[src/rtl/sealer_defs.svh]
// Purpose: Offsets, field positions, reset values and timing counts.
// Assumes: 250 MHz system clock, 1 ms timebase from a divider.
// Notes:   Included by the supervisory controller only.
//
// Operation
// - Unlocked manual key heats only while held
// - Locked manual key ignored in home position
// - Celsius default; Fahrenheit only at display
// - Unit change never disturbs running cycle
// - Menu held 2 s at power-up toggles lock
// - Opening locked configuration shows notice 5 s
// - Locked configuration readable, writes rejected; code rejects only CTRL writes
// - Lock persists until toggled; starts unlocked
// - Undervoltage: standby, no heat, no measuring
// - Voltage restored: leave standby, resume operation
// - Standby drives analog output to zero
// - Alarm replaces temperature with code voltage level
// - Setup errors alternate level and full scale 1 Hz
// - Start signal freezes the alternating output
// - Temperature mode times seal from 95 percent
// - Seal interval end stops heat, starts cooling
// - Start begins timeout, holds jaw relay
// - Absolute cooling holds relay until threshold reached
// - Faults show numeric error code on display
// - Alarm cleared only by reset key
// - Each error group has fixed output level
`ifndef SEALER_DEFS_SVH
`define SEALER_DEFS_SVH

// ----------------------------------------------------------------
// Register offsets (byte addresses)
// ----------------------------------------------------------------
`define OFS_CTRL      8'h00
`define OFS_SET_TEMP  8'h04
`define OFS_SEAL_TIME 8'h08
`define OFS_COOL_VAL  8'h0C
`define OFS_STATUS    8'h10

// ----------------------------------------------------------------
// Control fields and reset values
// ----------------------------------------------------------------
`define CTRL_MANUAL_HEAT_KEY_LOCK  0
`define CTRL_UNIT_F     1
`define CTRL_TEMP_START 2
`define CTRL_ABS_COOL   3
`define RST_SET_TEMP    10'h0B4
`define RST_SEAL_MS     16'h03E8
`define RST_COOL_VAL    16'h0050

// ----------------------------------------------------------------
// Timing
// ----------------------------------------------------------------
`define CLK_PERIOD_NS   4
`define TICK_NS         1000000
`define T_LOCK_HOLD_MS  2000
`define T_LOCK_MSG_MS   2000
`define T_LOCKED_MSG_MS 5000
`define T_ALT_HALF_MS   500
`define REACH_PERCENT   95
`define DAC_STEP        68
`define DAC_FULL        10'h3FF

`endif

[src/rtl/sealer_pkg.sv]
// Purpose: Types shared by the supervisory controller.
// Assumes: Nothing beyond the defs header.
// Notes:   All module state travels as one packed struct.
package sealer_pkg;

  // ----------------------------------------------------------------
  // Enumerations
  // ----------------------------------------------------------------
  typedef enum logic [2:0] {
    DISP_HOME, DISP_STANDBY, DISP_ERROR,
    DISP_LOCK_ON, DISP_LOCK_OFF, DISP_LOCKED
  } disp_t;

  typedef enum logic [2:0] {
    CYC_IDLE, CYC_CLOSE, CYC_REACH, CYC_SEAL, CYC_COOL, CYC_DONE
  } cyc_t;

  // ----------------------------------------------------------------
  // Whole state of the controller
  // ----------------------------------------------------------------
  typedef struct packed {
    logic [31:0] hrdata;
    logic        wr_pend;
    logic [7:0]  wr_addr;
    logic        manual_heat_key_lock;
    logic        unit_f;
    logic        temp_start;
    logic        abs_cool;
    logic [9:0]  set_temp;
    logic [15:0] seal_ms;
    logic [15:0] cool_val;
    logic        cfg_lock;
    logic [31:0] tick_cnt;
    logic        ms_tick;
    logic [12:0] menu_ms;
    logic        menu_done;
    logic [12:0] msg_ms;
    disp_t       msg;
    cyc_t        cyc;
    logic [15:0] cyc_ms;
    logic        start_q;
    logic        alarm;
    logic [9:0]  err_code;
    logic [9:0]  alt_ms;
    logic        alt_full;
    logic        alt_hold;
    logic        heat;
    logic        jaw;
    logic        meas_en;
    logic [9:0]  aout;
    disp_t       disp;
    logic [9:0]  disp_code;
    logic [10:0] disp_temp;
  } state_t;

endpackage : sealer_pkg

[src/rtl/sealer_supervisory_control.sv]
// Purpose: Supervisory logic of an impulse sealing temperature controller.
// Assumes: All inputs synchronous to MCLK; temperatures in Celsius.
// Notes:   AHB-Lite slave with zero wait states, always OKAY.
//
// Decided for this implementation: the AHB-Lite register port and the placing of the registers.
`timescale 1ns/100ps
`include "sealer_defs.svh"

module sealer_supervisory_control #(
  parameter int MS_CYCLES = `TICK_NS / `CLK_PERIOD_NS, // Cycles per ms
  parameter int TEMP_FS   = 300                       // Full scale in C
) (
  input  wire logic        MCLK,
  input  wire logic        RESET,
  // AHB-Lite slave
  input  wire logic        HSEL,
  input  wire logic [31:0]  HADDR,
  input  wire logic [1:0]   HTRANS,
  input  wire logic        HWRITE,
  input  wire logic [2:0]   HSIZE,
  input  wire logic [31:0]  HWDATA,
  input  wire logic        HREADY,
  output logic [31:0]       HRDATA,
  output logic              HREADYOUT,
  output logic              HRESP,
  // Operator and machine contacts
  input  wire logic        MANUAL_HEAT_KEY,
  input  wire logic        MENU_KEY,
  input  wire logic        RESET_KEY,
  input  wire logic        FOOT_SWITCH,
  input  wire logic        START,
  input  wire logic        HOME_POS,
  input  wire logic        POWERUP_MSG,
  input  wire logic        CFG_OPEN,
  input  wire logic        UNDERVOLT,
  input  wire logic [9:0]   ACT_TEMP,
  input  wire logic        FAULT,
  input  wire logic [9:0]   FAULT_CODE,
  // Actuators and indication
  output logic              HEAT,
  output logic              JAW_RELAY,
  output logic              MEAS_EN,
  output logic [9:0]        AOUT,
  output sealer_pkg::disp_t DISP_MSG,
  output logic [9:0]        DISP_CODE,
  output logic [10:0]       DISP_TEMP,
  output logic              CFG_LOCK
);

  // ----------------------------------------------------------------
  // Helper functions
  // ----------------------------------------------------------------

  // Error code to output level index
  function automatic logic [3:0] level_idx(input logic [9:0] code);
    logic [3:0] idx;
    idx = 4'hD;
    if (code == 10'd101) begin
      idx = 4'h1;                       // Current missing
    end else if (code == 10'd102) begin
      idx = 4'h2;
    end else if (code == 10'd103) begin
      idx = 4'h3;                       // Both missing
    end else if (code >= 10'd307 && code <= 10'd310) begin
      idx = 4'h4;
    end else if (code >= 10'd201 && code <= 10'd203) begin
      idx = 4'h5;
    end else if (code >= 10'd800 && code <= 10'd899) begin
      idx = 4'h6;
    end else if (code >= 10'd900) begin
      idx = 4'h7;                       // Internal fault
    end else if (code >= 10'd104 && code <= 10'd106) begin
      idx = 4'h8;
    end else if (code >= 10'd111 && code <= 10'd114) begin
      idx = 4'h9;
    end else if (code == 10'd211) begin
      idx = 4'hA;
    end else if (code == 10'd107 || code == 10'd108) begin
      idx = 4'hB;
    end
    return idx;
  endfunction : level_idx

  // Codes that need calibration or point to bad setup
  function automatic logic alternating(input logic [9:0] code);
    return (code >= 10'd104 && code <= 10'd106) ||
           (code >= 10'd111 && code <= 10'd114) ||
           (code == 10'd211);
  endfunction : alternating

  // ----------------------------------------------------------------
  // State and combinational terms
  // ----------------------------------------------------------------
  sealer_pkg::state_t st;         // Registered state
  sealer_pkg::state_t next_st;    // Next state
  logic               addr_ph;    // Valid address phase
  logic [31:0]        rd_val;     // Read mux
  logic [16:0]        act_pct;    // Actual times 100
  logic [16:0]        set_pct;    // Set times percent
  logic [14:0]        dac_err;    // Error level before cut
  logic [19:0]        dac_temp;   // Scaled temperature
  logic [13:0]        f_temp;     // Fahrenheit intermediate
  logic               start_rise; // START edge
  logic               standby;    // Undervoltage active
  logic [15:0]        ms_lim;     // Seal time limit

  assign addr_ph    = HSEL && HREADY && HTRANS[1];
  assign start_rise = START && !st.start_q;
  assign standby    = UNDERVOLT;
  assign act_pct    = 17'(ACT_TEMP) * 17'd100;
  assign set_pct    = 17'(st.set_temp) * 17'(`REACH_PERCENT);
  assign dac_err    = 15'(level_idx(st.err_code)) * 15'(`DAC_STEP);
  assign dac_temp   = (20'(ACT_TEMP) * 20'h003FF) / 20'(TEMP_FS);
  assign f_temp     = (14'(ACT_TEMP) * 14'd9) / 14'd5 + 14'd32;
  assign ms_lim     = st.seal_ms;

  // Register read mux
  always_comb begin
    rd_val = 32'h0000_0000;
    unique case (HADDR[7:0])
      `OFS_CTRL: begin
        rd_val[`CTRL_MANUAL_HEAT_KEY_LOCK]  = st.manual_heat_key_lock;
        rd_val[`CTRL_UNIT_F]     = st.unit_f;
        rd_val[`CTRL_TEMP_START] = st.temp_start;
        rd_val[`CTRL_ABS_COOL]   = st.abs_cool;
      end
      `OFS_SET_TEMP:  rd_val[9:0]  = st.set_temp;
      `OFS_SEAL_TIME: rd_val[15:0] = st.seal_ms;
      `OFS_COOL_VAL:  rd_val[15:0] = st.cool_val;
      `OFS_STATUS: begin
        rd_val[0]     = standby;
        rd_val[1]     = st.alarm;
        rd_val[2]     = st.cfg_lock;
        rd_val[3]     = st.heat;
        rd_val[4]     = st.jaw;
        rd_val[7:5]   = st.cyc;
        rd_val[25:16] = st.err_code;
      end
      default: rd_val = 32'h0000_0000;   // Unmapped reads zero
    endcase
  end

  // ----------------------------------------------------------------
  // Next state
  // ----------------------------------------------------------------
  always_comb begin
    next_st         = st;
    next_st.start_q = START;

    // 1 ms timebase divider
    next_st.ms_tick = 1'b0;
    if (st.tick_cnt >= 32'(MS_CYCLES - 1)) begin
      next_st.tick_cnt = 32'h0000_0000;
      next_st.ms_tick  = 1'b1;
    end else begin
      next_st.tick_cnt = st.tick_cnt + 32'h0000_0001;
    end

    // Bus: read data captured in address phase
    if (addr_ph && !HWRITE) begin
      next_st.hrdata = rd_val;
    end
    next_st.wr_pend = addr_ph && HWRITE;
    next_st.wr_addr = HADDR[7:0];

    // Bus write data phase
    if (st.wr_pend) begin
      unique case (st.wr_addr)
        `OFS_CTRL: begin
          // Control fields are viewable but frozen when locked
          if (!st.cfg_lock) begin
            next_st.manual_heat_key_lock  = HWDATA[`CTRL_MANUAL_HEAT_KEY_LOCK];
            next_st.unit_f     = HWDATA[`CTRL_UNIT_F];
            next_st.temp_start = HWDATA[`CTRL_TEMP_START];
            next_st.abs_cool   = HWDATA[`CTRL_ABS_COOL];
          end
        end
        `OFS_SET_TEMP:  next_st.set_temp = HWDATA[9:0];
        `OFS_SEAL_TIME: next_st.seal_ms  = HWDATA[15:0];
        `OFS_COOL_VAL:  next_st.cool_val = HWDATA[15:0];
        default: ;                        // Status and holes ignore
      endcase
    end

    // Configuration lock toggle at power-up
    if (MENU_KEY && POWERUP_MSG) begin
      if (st.ms_tick && !st.menu_done) begin
        next_st.menu_ms = st.menu_ms + 13'd1;
      end
      if (!st.menu_done && st.menu_ms >= 13'(`T_LOCK_HOLD_MS)) begin
        next_st.cfg_lock  = !st.cfg_lock;
        next_st.menu_done = 1'b1;
        next_st.msg       = st.cfg_lock ? sealer_pkg::DISP_LOCK_OFF
                                        : sealer_pkg::DISP_LOCK_ON;
        next_st.msg_ms    = 13'(`T_LOCK_MSG_MS);
      end
    end else begin
      next_st.menu_ms   = 13'd0;
      next_st.menu_done = 1'b0;
    end

    // Notice when the locked menu is opened
    if (CFG_OPEN && st.cfg_lock) begin
      next_st.msg    = sealer_pkg::DISP_LOCKED;
      next_st.msg_ms = 13'(`T_LOCKED_MSG_MS);
    end else if (st.msg_ms != 13'd0 && st.ms_tick) begin
      next_st.msg_ms = st.msg_ms - 13'd1;
      if (st.msg_ms == 13'd1) begin
        next_st.msg = sealer_pkg::DISP_HOME;            // Back home
      end
    end

    // Alarm latch: only reset key clears; new fault wins
    if (FAULT) begin
      if (!st.alarm) begin
        next_st.err_code = FAULT_CODE;
        next_st.alt_ms   = 10'd0;
        next_st.alt_full = 1'b0;
        next_st.alt_hold = 1'b0;
      end
      next_st.alarm = 1'b1;
    end else if (RESET_KEY) begin
      next_st.alarm = 1'b0;
    end

    // 1 Hz alternation with equal halves
    if (st.alarm && alternating(st.err_code)) begin
      if (start_rise || START) begin
        next_st.alt_hold = 1'b1;
        next_st.alt_full = 1'b0;
      end else if (!st.alt_hold && st.ms_tick) begin
        if (st.alt_ms >= 10'(`T_ALT_HALF_MS - 1)) begin
          next_st.alt_ms   = 10'd0;
          next_st.alt_full = !st.alt_full;
        end else begin
          next_st.alt_ms = st.alt_ms + 10'd1;
        end
      end
    end

    // Sealing cycle sequencer
    if (st.ms_tick) begin
      next_st.cyc_ms = st.cyc_ms + 16'd1;
    end
    unique case (st.cyc)
      sealer_pkg::CYC_IDLE, sealer_pkg::CYC_CLOSE: begin
        next_st.cyc = FOOT_SWITCH ? sealer_pkg::CYC_CLOSE
                                  : sealer_pkg::CYC_IDLE;
        if (start_rise) begin
          next_st.cyc_ms = 16'd0;
          next_st.cyc    = st.temp_start ? sealer_pkg::CYC_REACH
                                         : sealer_pkg::CYC_SEAL;
        end
      end
      sealer_pkg::CYC_REACH: begin
        if (act_pct >= set_pct) begin
          next_st.cyc_ms = 16'd0;
          next_st.cyc    = sealer_pkg::CYC_SEAL;
        end
      end
      sealer_pkg::CYC_SEAL: begin
        if (st.cyc_ms >= ms_lim) begin
          next_st.cyc_ms = 16'd0;
          next_st.cyc    = sealer_pkg::CYC_COOL;
        end
      end
      sealer_pkg::CYC_COOL: begin
        if (st.abs_cool ? (ACT_TEMP <= st.cool_val[9:0])
                        : (st.cyc_ms >= st.cool_val)) begin
          next_st.cyc = sealer_pkg::CYC_DONE;
        end
      end
      sealer_pkg::CYC_DONE: begin
        // Start must drop before the next timeout
        if (!START) begin
          next_st.cyc = sealer_pkg::CYC_IDLE;
        end
      end
      default: next_st.cyc = sealer_pkg::CYC_IDLE;
    endcase
    // Standby or alarm abort any cycle
    if (standby || st.alarm) begin
      next_st.cyc = sealer_pkg::CYC_IDLE;
    end

    // Heater: cycle phases, else manual key at home
    next_st.heat = (st.cyc == sealer_pkg::CYC_REACH) ||
                   (st.cyc == sealer_pkg::CYC_SEAL);
    if (st.cyc == sealer_pkg::CYC_IDLE ||
        st.cyc == sealer_pkg::CYC_CLOSE) begin
      next_st.heat = HOME_POS && MANUAL_HEAT_KEY &&
                     !st.manual_heat_key_lock;
    end
    // Relay held through timing, cooling and done
    next_st.jaw = (st.cyc != sealer_pkg::CYC_IDLE);
    if (standby || st.alarm) begin
      next_st.heat = 1'b0;
      next_st.jaw  = 1'b0;
    end
    next_st.meas_en = !standby;

    // Analog output
    if (standby) begin
      next_st.aout = 10'h000;
    end else if (st.alarm) begin
      next_st.aout = st.alt_full ? `DAC_FULL
                                 : dac_err[9:0];
    end else if (dac_temp > 20'h003FF) begin
      next_st.aout = `DAC_FULL;
    end else begin
      next_st.aout = dac_temp[9:0];
    end

    // Display selection
    next_st.disp_code = st.err_code;
    if (st.alarm) begin
      next_st.disp = sealer_pkg::DISP_ERROR;
    end else if (standby) begin
      next_st.disp = sealer_pkg::DISP_STANDBY;
    end else begin
      next_st.disp = st.msg;
    end
    // Conversion only at the display boundary
    next_st.disp_temp = st.unit_f ? f_temp[10:0]
                                  : 11'(ACT_TEMP);
  end

  // ----------------------------------------------------------------
  // State register
  // ----------------------------------------------------------------
  always_ff @(posedge MCLK or posedge RESET) begin
    if (RESET) begin
      st            <= '0;
      st.set_temp   <= `RST_SET_TEMP;
      st.seal_ms    <= `RST_SEAL_MS;
      st.cool_val   <= `RST_COOL_VAL;
      st.msg        <= sealer_pkg::DISP_HOME;
      st.disp       <= sealer_pkg::DISP_HOME;
      st.cyc        <= sealer_pkg::CYC_IDLE;
    end else begin
      st <= next_st;
    end
  end

  // ----------------------------------------------------------------
  // Outputs straight from flops; HREADYOUT and HRESP tied constant
  // ----------------------------------------------------------------
  assign HRDATA    = st.hrdata;
  assign HREADYOUT = 1'b1;               // Zero wait states
  assign HRESP     = 1'b0;               // Always OKAY
  assign HEAT      = st.heat;
  assign JAW_RELAY = st.jaw;
  assign MEAS_EN   = st.meas_en;
  assign AOUT      = st.aout;
  assign DISP_MSG  = st.disp;
  assign DISP_CODE = st.disp_code;
  assign DISP_TEMP = st.disp_temp;
  assign CFG_LOCK  = st.cfg_lock;

endmodule : sealer_supervisory_control

[config.mk]
export PLATFORM = sky130hd
export DESIGN_NAME = sealer_supervisory_control
export DESIGN_NICKNAME = d
export VERILOG_FILES = /design/src/rtl/sealer_pkg.sv /design/src/rtl/sealer_supervisory_control.sv
export VERILOG_INCLUDE_DIRS = /design/src /design/src/rtl
export SDC_FILE = /design/constraint.sdc
export NUM_CORES = 1
export LEC_CHECK = 0
export BUFFER_PORTS_ARGS = -buffer_cell sky130_fd_sc_hd__clkbuf_2
export CAP_MARGIN = 20
export CORE_ASPECT_RATIO = 1.1
export CORE_MARGIN = 4
export CORE_UTILIZATION = 55
export CTS_CLUSTER_DIAMETER = 80
export DETAILED_ROUTE_END_ITERATION = 10
export GPL_ROUTABILITY_DRIVEN = 0
export PLACE_DENSITY_LB_ADDON = 0.15
export SLEW_MARGIN = 20
export SYNTH_ARGS = -nofsm -noshare
export SYNTH_HDL_FRONTEND = slang
export SYNTH_SLANG_ARGS = --single-unit
[constraint.sdc]
create_clock -name MCLK -period 9.03 [get_ports MCLK]
set_input_delay 0.4515 -clock MCLK [delete_from_list [all_inputs] [get_ports MCLK]]
set_output_delay 0.4515 -clock MCLK [all_outputs]
set_load 0.05 [all_outputs]
==> summary.md, run 1 <==
| Metric | Value |
|---|---|
| Mapped Area | `0.0213 mm2` |
| Status | `finished with violations` |
| IO Pins | `176` |
| Site row count | `75` |
| Total number of vias | `19600` |
| Relative slew margins | `0.230` |
| Initial antenna violation count | `0` |
| Post-synthesis adder-cell area fraction | `0.203` |
| CP endpoint kind | `flip-flop` |
| Worst-Skew Late Latency | `0.56 ns` |
| Post-Synth Simple-Gate Area | `0.177` |
| Mean Syn Cell Area | `8.82 um2` |
| R2R Path Start | `st[178]` |
| Worst R2R Setup Slack | `1.88 ns` |
| Fin. max-slew vios | `0` |
| Die X | `196 um` |
| F_max | `0.0827 GHz` |
| Root Buffer | `clkbuf_16` |
| Placed Cells incl. Taps | `3272` |
| Final setup violation count | `6` |
| Bufs on Longest Clock Path | `3` |
| Dpl hpwl | `44500 um` |
| Synth unique cells | `114` |
| H-tree lvl count | `1` |
| Initial DRC count | `1320` |
| Min Clock Period, post-route | `12.10 ns` |
| First-pass GRT wire length | `96900 um` |
| RR Endpoint | `st[66]` |
| Cell taking the most area after synthesis | `dfrtp_1` |
| Initial core utilization | `0.558` |
| Drc violations | `0` |
| Grt total ovfl | `0` |
| CP Launch Point | `ACT_TEMP[5]` |
| Most frequent cell on the critical path | `fa_1` |
| CP Class | `input port to flip-flop` |
| Main combinational cell family by area after synthesis | `adder cells` |
| Mux contribution to synthesized area | `0.0473` |
| Max stage delay on crit path | `0.60 ns` |
| Setup_tns | `-10.68 ns` |
| Post-synth EDFFs | `0` |
| Hold Path Class | `input port to flip-flop` |
| Final wirelength | `58900 um` |
| DRT Pass-1 Iters | `6` |
| Final worst clock skew | `0.0189 ns` |
| Seq/Total Area, Yosys | `0.265` |
| Fill cell total of the finished layout | `2876` |
| Layout cell share with drive strength beyond 1 | `0.290` |
| CP startpoint kind | `input port` |
| Crit path max-delay cell type | `fa_1` |
| Core box area | `0.0382 mm2` |
| Final worst-path cycle share | `1.34` |
| Failing checks | `negative setup slack` |
| Vias in the first global route | `20000` |
| Place WS | `-3.79 ns` |
| Most frequent cell after synthesis | `nand2_1` |
| Cell count after synthesis | `2418` |
| Synth async-reset ratio | `1.00` |
| Top cell type's share of synthesized area | `0.250` |
| Max Cap Viol | `0` |
| Warnings, synthesis | `0` |
| Crit path to | `AOUT[0]` |
| Clock slew at reported path FFs | `0.06 ns` |
| CTS Buf Count | `26` |
| Post-synthesis register bit count | `225` |
| Crit path arrival time | `12.52 ns` |
| All-Layer GR Usage | `0.271` |
| CTS tree | `yes` |
| P&R area growth vs syn | `26.3%` |
| Port Buf Inserts | `123` |
| Top cells by area, synth | `dfrtp_1 (25%), ha_1 (12%), fa_1 (7.7%)` |
| Top_reg_cell synth | `dfrtp_1` |
| Die height | `214 um` |
| Finished Layout Cells | `3380` |
| DR WL/cell | `17.4 um` |
| CP max FO | `6` |
| XOR/XNOR Fraction of Synth Area | `0.0587` |
| Worst reg2reg path depth | `31` |
| Compound-gate portion of the synthesized area | `0.172` |
| DR vias/cell | `5.80` |
| Total Die Area | `0.0420 mm2` |
| Worst Max-Slew Pin Slew | `1.15 ns` |
| Worst EP required | `9.45 ns` |
| Antenna-violating nets left | `0` |
| N_diodes | `0` |
| CTS Sinks | `225` |
| Endpoints failing hold | `0` |
| Pin count of the biggest net entering global routing | `78` |
| Synth cell count leaders | `nand2_1 (221), dfrtp_1 (213), ha_1 (207), inv_1 (207), nor2_1 (192)` |
| RSZ-0062 raised after global routing | `yes` |
| Setup ws final | `-3.07 ns` |
| Nets | `3253` |
area by class of cell:
| class | instances | area (um2) | area share |
|---|---|---|---|
| sequential | 225 | 5650 | 0.210 |
| tap | 500 | 626 | 0.0232 |
| multi-input combinational | 1862 | 15200 | 0.563 |
| timing repair buffer | 538 | 3860 | 0.143 |
| clock inverter | 14 | 170 | 0.00632 |
| inverter | 207 | 785 | 0.0291 |
| clock buffer | 34 | 691 | 0.0256 |
sequential cells by signal, indices dropped and copies added, names as in the netlist:
| name | flops |
|---|---|
| HEAT | 1 |
| ms_lim | 16 |
| st | 135 |
| next_st | 10 |
| AOUT | 10 |
| DISP_MSG | 3 |
| JAW_RELAY | 1 |
| DISP_TEMP | 11 |
| DISP_CODE | 10 |
| MEAS_EN | 1 |
| HRDATA | 26 |
| CFG_LOCK | 1 |
layout by cell type, fill, tap and decap left out, types with 13 or more instances in the layout:
master	n
o21ai_0	135
nor4_1	19
and3_1	28
inv_1	201
nand2_1	221
a21o_1	24
mux2_2	52
conb_1	22
clkbuf_2	117
nand3_1	75
o21a_1	15
nor2b_1	27
nor2_1	186
o22ai_1	15
dfrtp_1	213
buf_4	391
ha_1	195
nor3_1	39
a21oi_1	101
o31ai_1	13
buf_6	23
nand2b_1	29
mux2i_1	28
xnor2_1	79
clkbuf_16	27
fa_1	75
a31oi_1	17
and2_1	14
xor2_1	52
o211ai_1	18
nand4_1	29
a211oi_1	13
a21oi_2	14
logic make-up after synthesis:
family,Yosys count
AO/OA/AOI/OAI,541
other,2
XOR/XNOR,142
buffers and inverters,351
flip-flops,225
multiplexers,93
adder cells (fa/ha/maj),298
AND/OR/NAND/NOR,766
through the flow:
stage                     hold slack (ns)   util  cell area, um2
after CTS                         0.00972  0.692           26400
after detailed placement            0.452  0.645           24600
after global routing               0.0114  0.705           26900
final                              0.0367  0.705           26900
after floorplan                     0.352      -           21600
after global placement              0.444  0.645           24600
critical path: cells and delay by family:
family / cells / cell delay, ns
adders and majority gates: 6 / 2.84
xor gates and xnor gates: 1 / 0.08
buffers and inverters: 9 / 1.12
muxes: 3 / 1.01
and+or+nand+nor: 12 / 3.20
AOI/OAI and AO/OA: 17 / 3.78
per-layer routing:
| metal | global-route usage | vias up | part of all wire |
|---|---|---|---|
| met5 | 0 | - | 0 |
| li1 | - | 9324 | - |
| met4 | 0.0745 | 0 | 0.027 |
| met1 | 0.353 | 9540 | 0.42 |
| met2 | 0.476 | 592 | 0.50 |
| met3 | 0.0328 | 137 | 0.052 |
worst min-delay path by stage:
stage               cells past startpoint        start            to
finish                                  1     HADDR[6]       st[196]
global route                            1     HADDR[4]       st[194]
CTS                                     1     HADDR[4]       st[194]
detailed placement                      1      st[111]       st[111]
global placement                        1      st[111]       st[111]
floorplan                               0  next_st[12]  DISP_CODE[1]
what timing repair did:
item / CTS / global route
hold buffers: 1 / 0
setup buffers: 39 / 21
endpoints found under the hold margin: 76 / 0
pin swaps: 54 / 39
resized for setup: 124 / 66
endpoints found under the setup margin: 6 / 8
Power of run 1 is not shown: default switching activity piles up to over one toggle a cycle in this logic, so the estimate is an artifact.
==> inputs of run 2 (changes only) <==
--- a/config.mk
+++ b/config.mk
@@ -10,7 +10,7 @@
 export CAP_MARGIN = 20
 export CORE_ASPECT_RATIO = 1.1
 export CORE_MARGIN = 4
-export CORE_UTILIZATION = 55
+export CORE_UTILIZATION = 53
 export CTS_CLUSTER_DIAMETER = 80
 export DETAILED_ROUTE_END_ITERATION = 10
 export GPL_ROUTABILITY_DRIVEN = 0
==> constraint.sdc (replaced) <==
create_clock -name MCLK -period 15.4 [get_ports MCLK]
set_input_delay 0.77 -clock MCLK [delete_from_list [all_inputs] [get_ports MCLK]]
set_output_delay 0.77 -clock MCLK [all_outputs]
set_load 0.05 [all_outputs]
==> summary.md, run 2 (same netlist as run 1, synthesis figures left out) <==
| Metric | Value |
|---|---|
| Status | `finished, final reports clean` |
| H-tree lvl count | `1 (unchanged)` |
| Setup_tns | `0 ns (+10.68 ns)` |
| Met3 Use GR | `0.0293 (-0.00355)` |
| CP Class | `input port to flip-flop` |
| Min Clock Period, post-route | `14.25 ns` |
| Worst R2R Setup Slack | `8.60 ns (+6.72 ns)` |
| CTS Sinks | `225 (unchanged)` |
| RSZ-0062 raised after global routing | `no` |
| Commonest non-fill, non-tap cells in the layout | `nand2_1 (221), dfrtp_1 (213), ha_1 (207), inv_1 (206), nor2_1 (192)` |
| IO Pins | `176 (unchanged)` |
| CP max FO | `14 (+8)` |
| Initial core utilization | `0.540 (-0.0180)` |
| Worst-Skew Late Latency | `0.57 ns (about the same)` |
| Worst Max-Slew Pin Slew | `0.982 ns (-0.165 ns)` |
| Endpoints failing hold | `0 (unchanged)` |
| Initial DRC count | `1100 (-17%)` |
| Grt total ovfl | `0 (unchanged)` |
| Worst EP required | `15.84 ns (+6.39 ns)` |
| DP Area | `0.0220 mm2 (-11%)` |
| Final worst-path cycle share | `0.926` |
| CP startpoint kind | `input port` |
| Dpl hpwl | `39700 um (-11%)` |
| Root Buffer | `clkbuf_16` |
| M1 GR Usage | `0.326 (-0.0276)` |
| Initial antenna violation count | `1 (+1)` |
| Final design utilization | `0.583 (-0.122)` |
| Relative slew margins | `0.344 (+0.114)` |
| CP endpoint kind | `flip-flop` |
| Total Die Area | `0.0435 mm2 (+3.6%)` |
| Pin count of the biggest net entering global routing | `107 (+37%)` |
| Bufs on Longest Clock Path | `3 (unchanged)` |
| Die height | `218 um (+1.8%)` |
| Site row count | `76 (+1.3%)` |
| DR vias/cell | `5.84 (+0.75%)` |
| Max reg flops | `135 (unchanged)` |
| CTS tree | `yes` |
| Die X | `199 um (+1.8%)` |
| Top reg by flops | `st` |
| M2 GR Usage | `0.388 (-0.0883)` |
| Crit path to | `AOUT[0]` |
| Fin. max-slew vios | `0 (unchanged)` |
| Clock slew at reported path FFs | `0.06 ns (about the same)` |
| Total number of vias | `17500 (-11%)` |
| Core box area | `0.0395 mm2 (+3.3%)` |
| RR Endpoint | `st[73]` |
| Layout cell share with drive strength beyond 1 | `0.131 (-0.159)` |
| All-Layer GR Usage | `0.235 (-0.0362)` |
| Post-layout instance area | `0.0230 mm2 (-15%)` |
| P&R area growth vs syn | `7.84%` |
| Max Cap Viol | `0 (unchanged)` |
| Leading cell type in the layout, fill and taps excluded | `nand2_1` |
| Vias in the first global route | `17000 (-15%)` |
| F_max | `0.0702 GHz` |
| Hold Path Class | `input port to asynchronous set/reset pin` |
| Crit path max-delay cell type | `or4b_4` |
| CP Launch Point | `ACT_TEMP[6]` |
| Placed Cells incl. Taps | `2949 (-9.9%)` |
| GR peak layer | `met2` |
| Port Buf Inserts | `123 (unchanged)` |
| R2R Path Start | `st[178]` |
| Antenna-violating nets left | `0 (unchanged)` |
| Nets | `2864 (-12%)` |
| Final worst clock skew | `0.0179 ns (-0.000982 ns)` |
| Finished Layout Cells | `3001 (-11%)` |
| Max stage delay on crit path | `0.60 ns (about the same)` |
| CTS Buf Count | `27 (+3.8%)` |
| DR WL/cell | `17.2 um (-1.4%)` |
| Final setup violation count | `0 (-6)` |
| Worst reg2reg path depth | `31 (unchanged)` |
| First-pass GRT wire length | `85200 um (-12%)` |
| Most frequent cell on the critical path | `fa_1` |
| Drc violations | `0 (unchanged)` |
| Final wirelength | `51500 um (-12%)` |
| DRT Pass-1 Iters | `7 (+1)` |
| Crit path arrival time | `14.69 ns (+2.17 ns)` |
==> run 2: changes by cell type in the layout (fill, tap and decap cells not counted), moves of 8 or more <==
cell | before | now
a21oi_1 | 101 | 114
mux2i_1 | 28 | 36
ha_4 | 12 | 0
o21ai_0 | 135 | 146
a211oi_1 | 13 | 22
ha_1 | 195 | 207
a211oi_2 | 10 | 2
buf_4 | 391 | 25
a21oi_2 | 14 | 4
buf_6 | 23 | 0
==> run 2: layer usage <==
layer  vias up  wire [um]
li1       8567          -
met1      8426      23200
met2       452      24500
met3        81       2490
met4         0       1370
met5         -          0
==> run 2: final cells by class <==
cell class                      instances  area [um2]
Fill cell                            3475       16500
Multi-Input combinational cell       1862       14100
Sequential cell                       225        5650
Timing Repair Buffer                  148         803
Inverter                              207         785
Clock buffer                           36         739
Tap cell                              507         634
Clock inverter                         14         233
Antenna cell                            2        5.00
==> run 2: worst min path at each step <==
stage,slack (ns),endpoint,depth (start not counted)
after floorplan,0.35,DISP_CODE[1],0
after global placement,0.45,st[111],1
after detailed placement,0.45,st[111],1
after CTS,0.31,st[191],1
after global routing,0.32,st[194],1
final,0.32,st[107],2
==> run 2: worst max-delay path, delay by kind of cell <==
kind | cells | cell delay, ns
AO/OA/AOI/OAI | 20 | 5.58
XOR/XNOR | 1 | 0.18
adder cells (fa/ha/maj) | 6 | 2.93
buffers and inverters | 4 | 0.78
multiplexers | 3 | 1.23
AND/OR/NAND/NOR | 10 | 3.17
==> run 2: timing repair <==
action | 4_1_cts | 5_1_grt
endpoints found under the setup margin | 0 | 1
setup buffers | 0 | 0
hold buffers | 0 | 0
gates resized for setup | 0 | 4
==> run 2: per-stage QoR <==
stage | hold slack, ns | setup slack [ns]
final | 0.316 | 1.15
after global routing | 0.318 | 0.0274
after CTS | 0.311 | 0.965
after detailed placement | 0.449 | 0.376
after global placement | 0.446 | 0.637
after floorplan | 0.352 | 2.44
Power of run 2 is left out for the same reason.
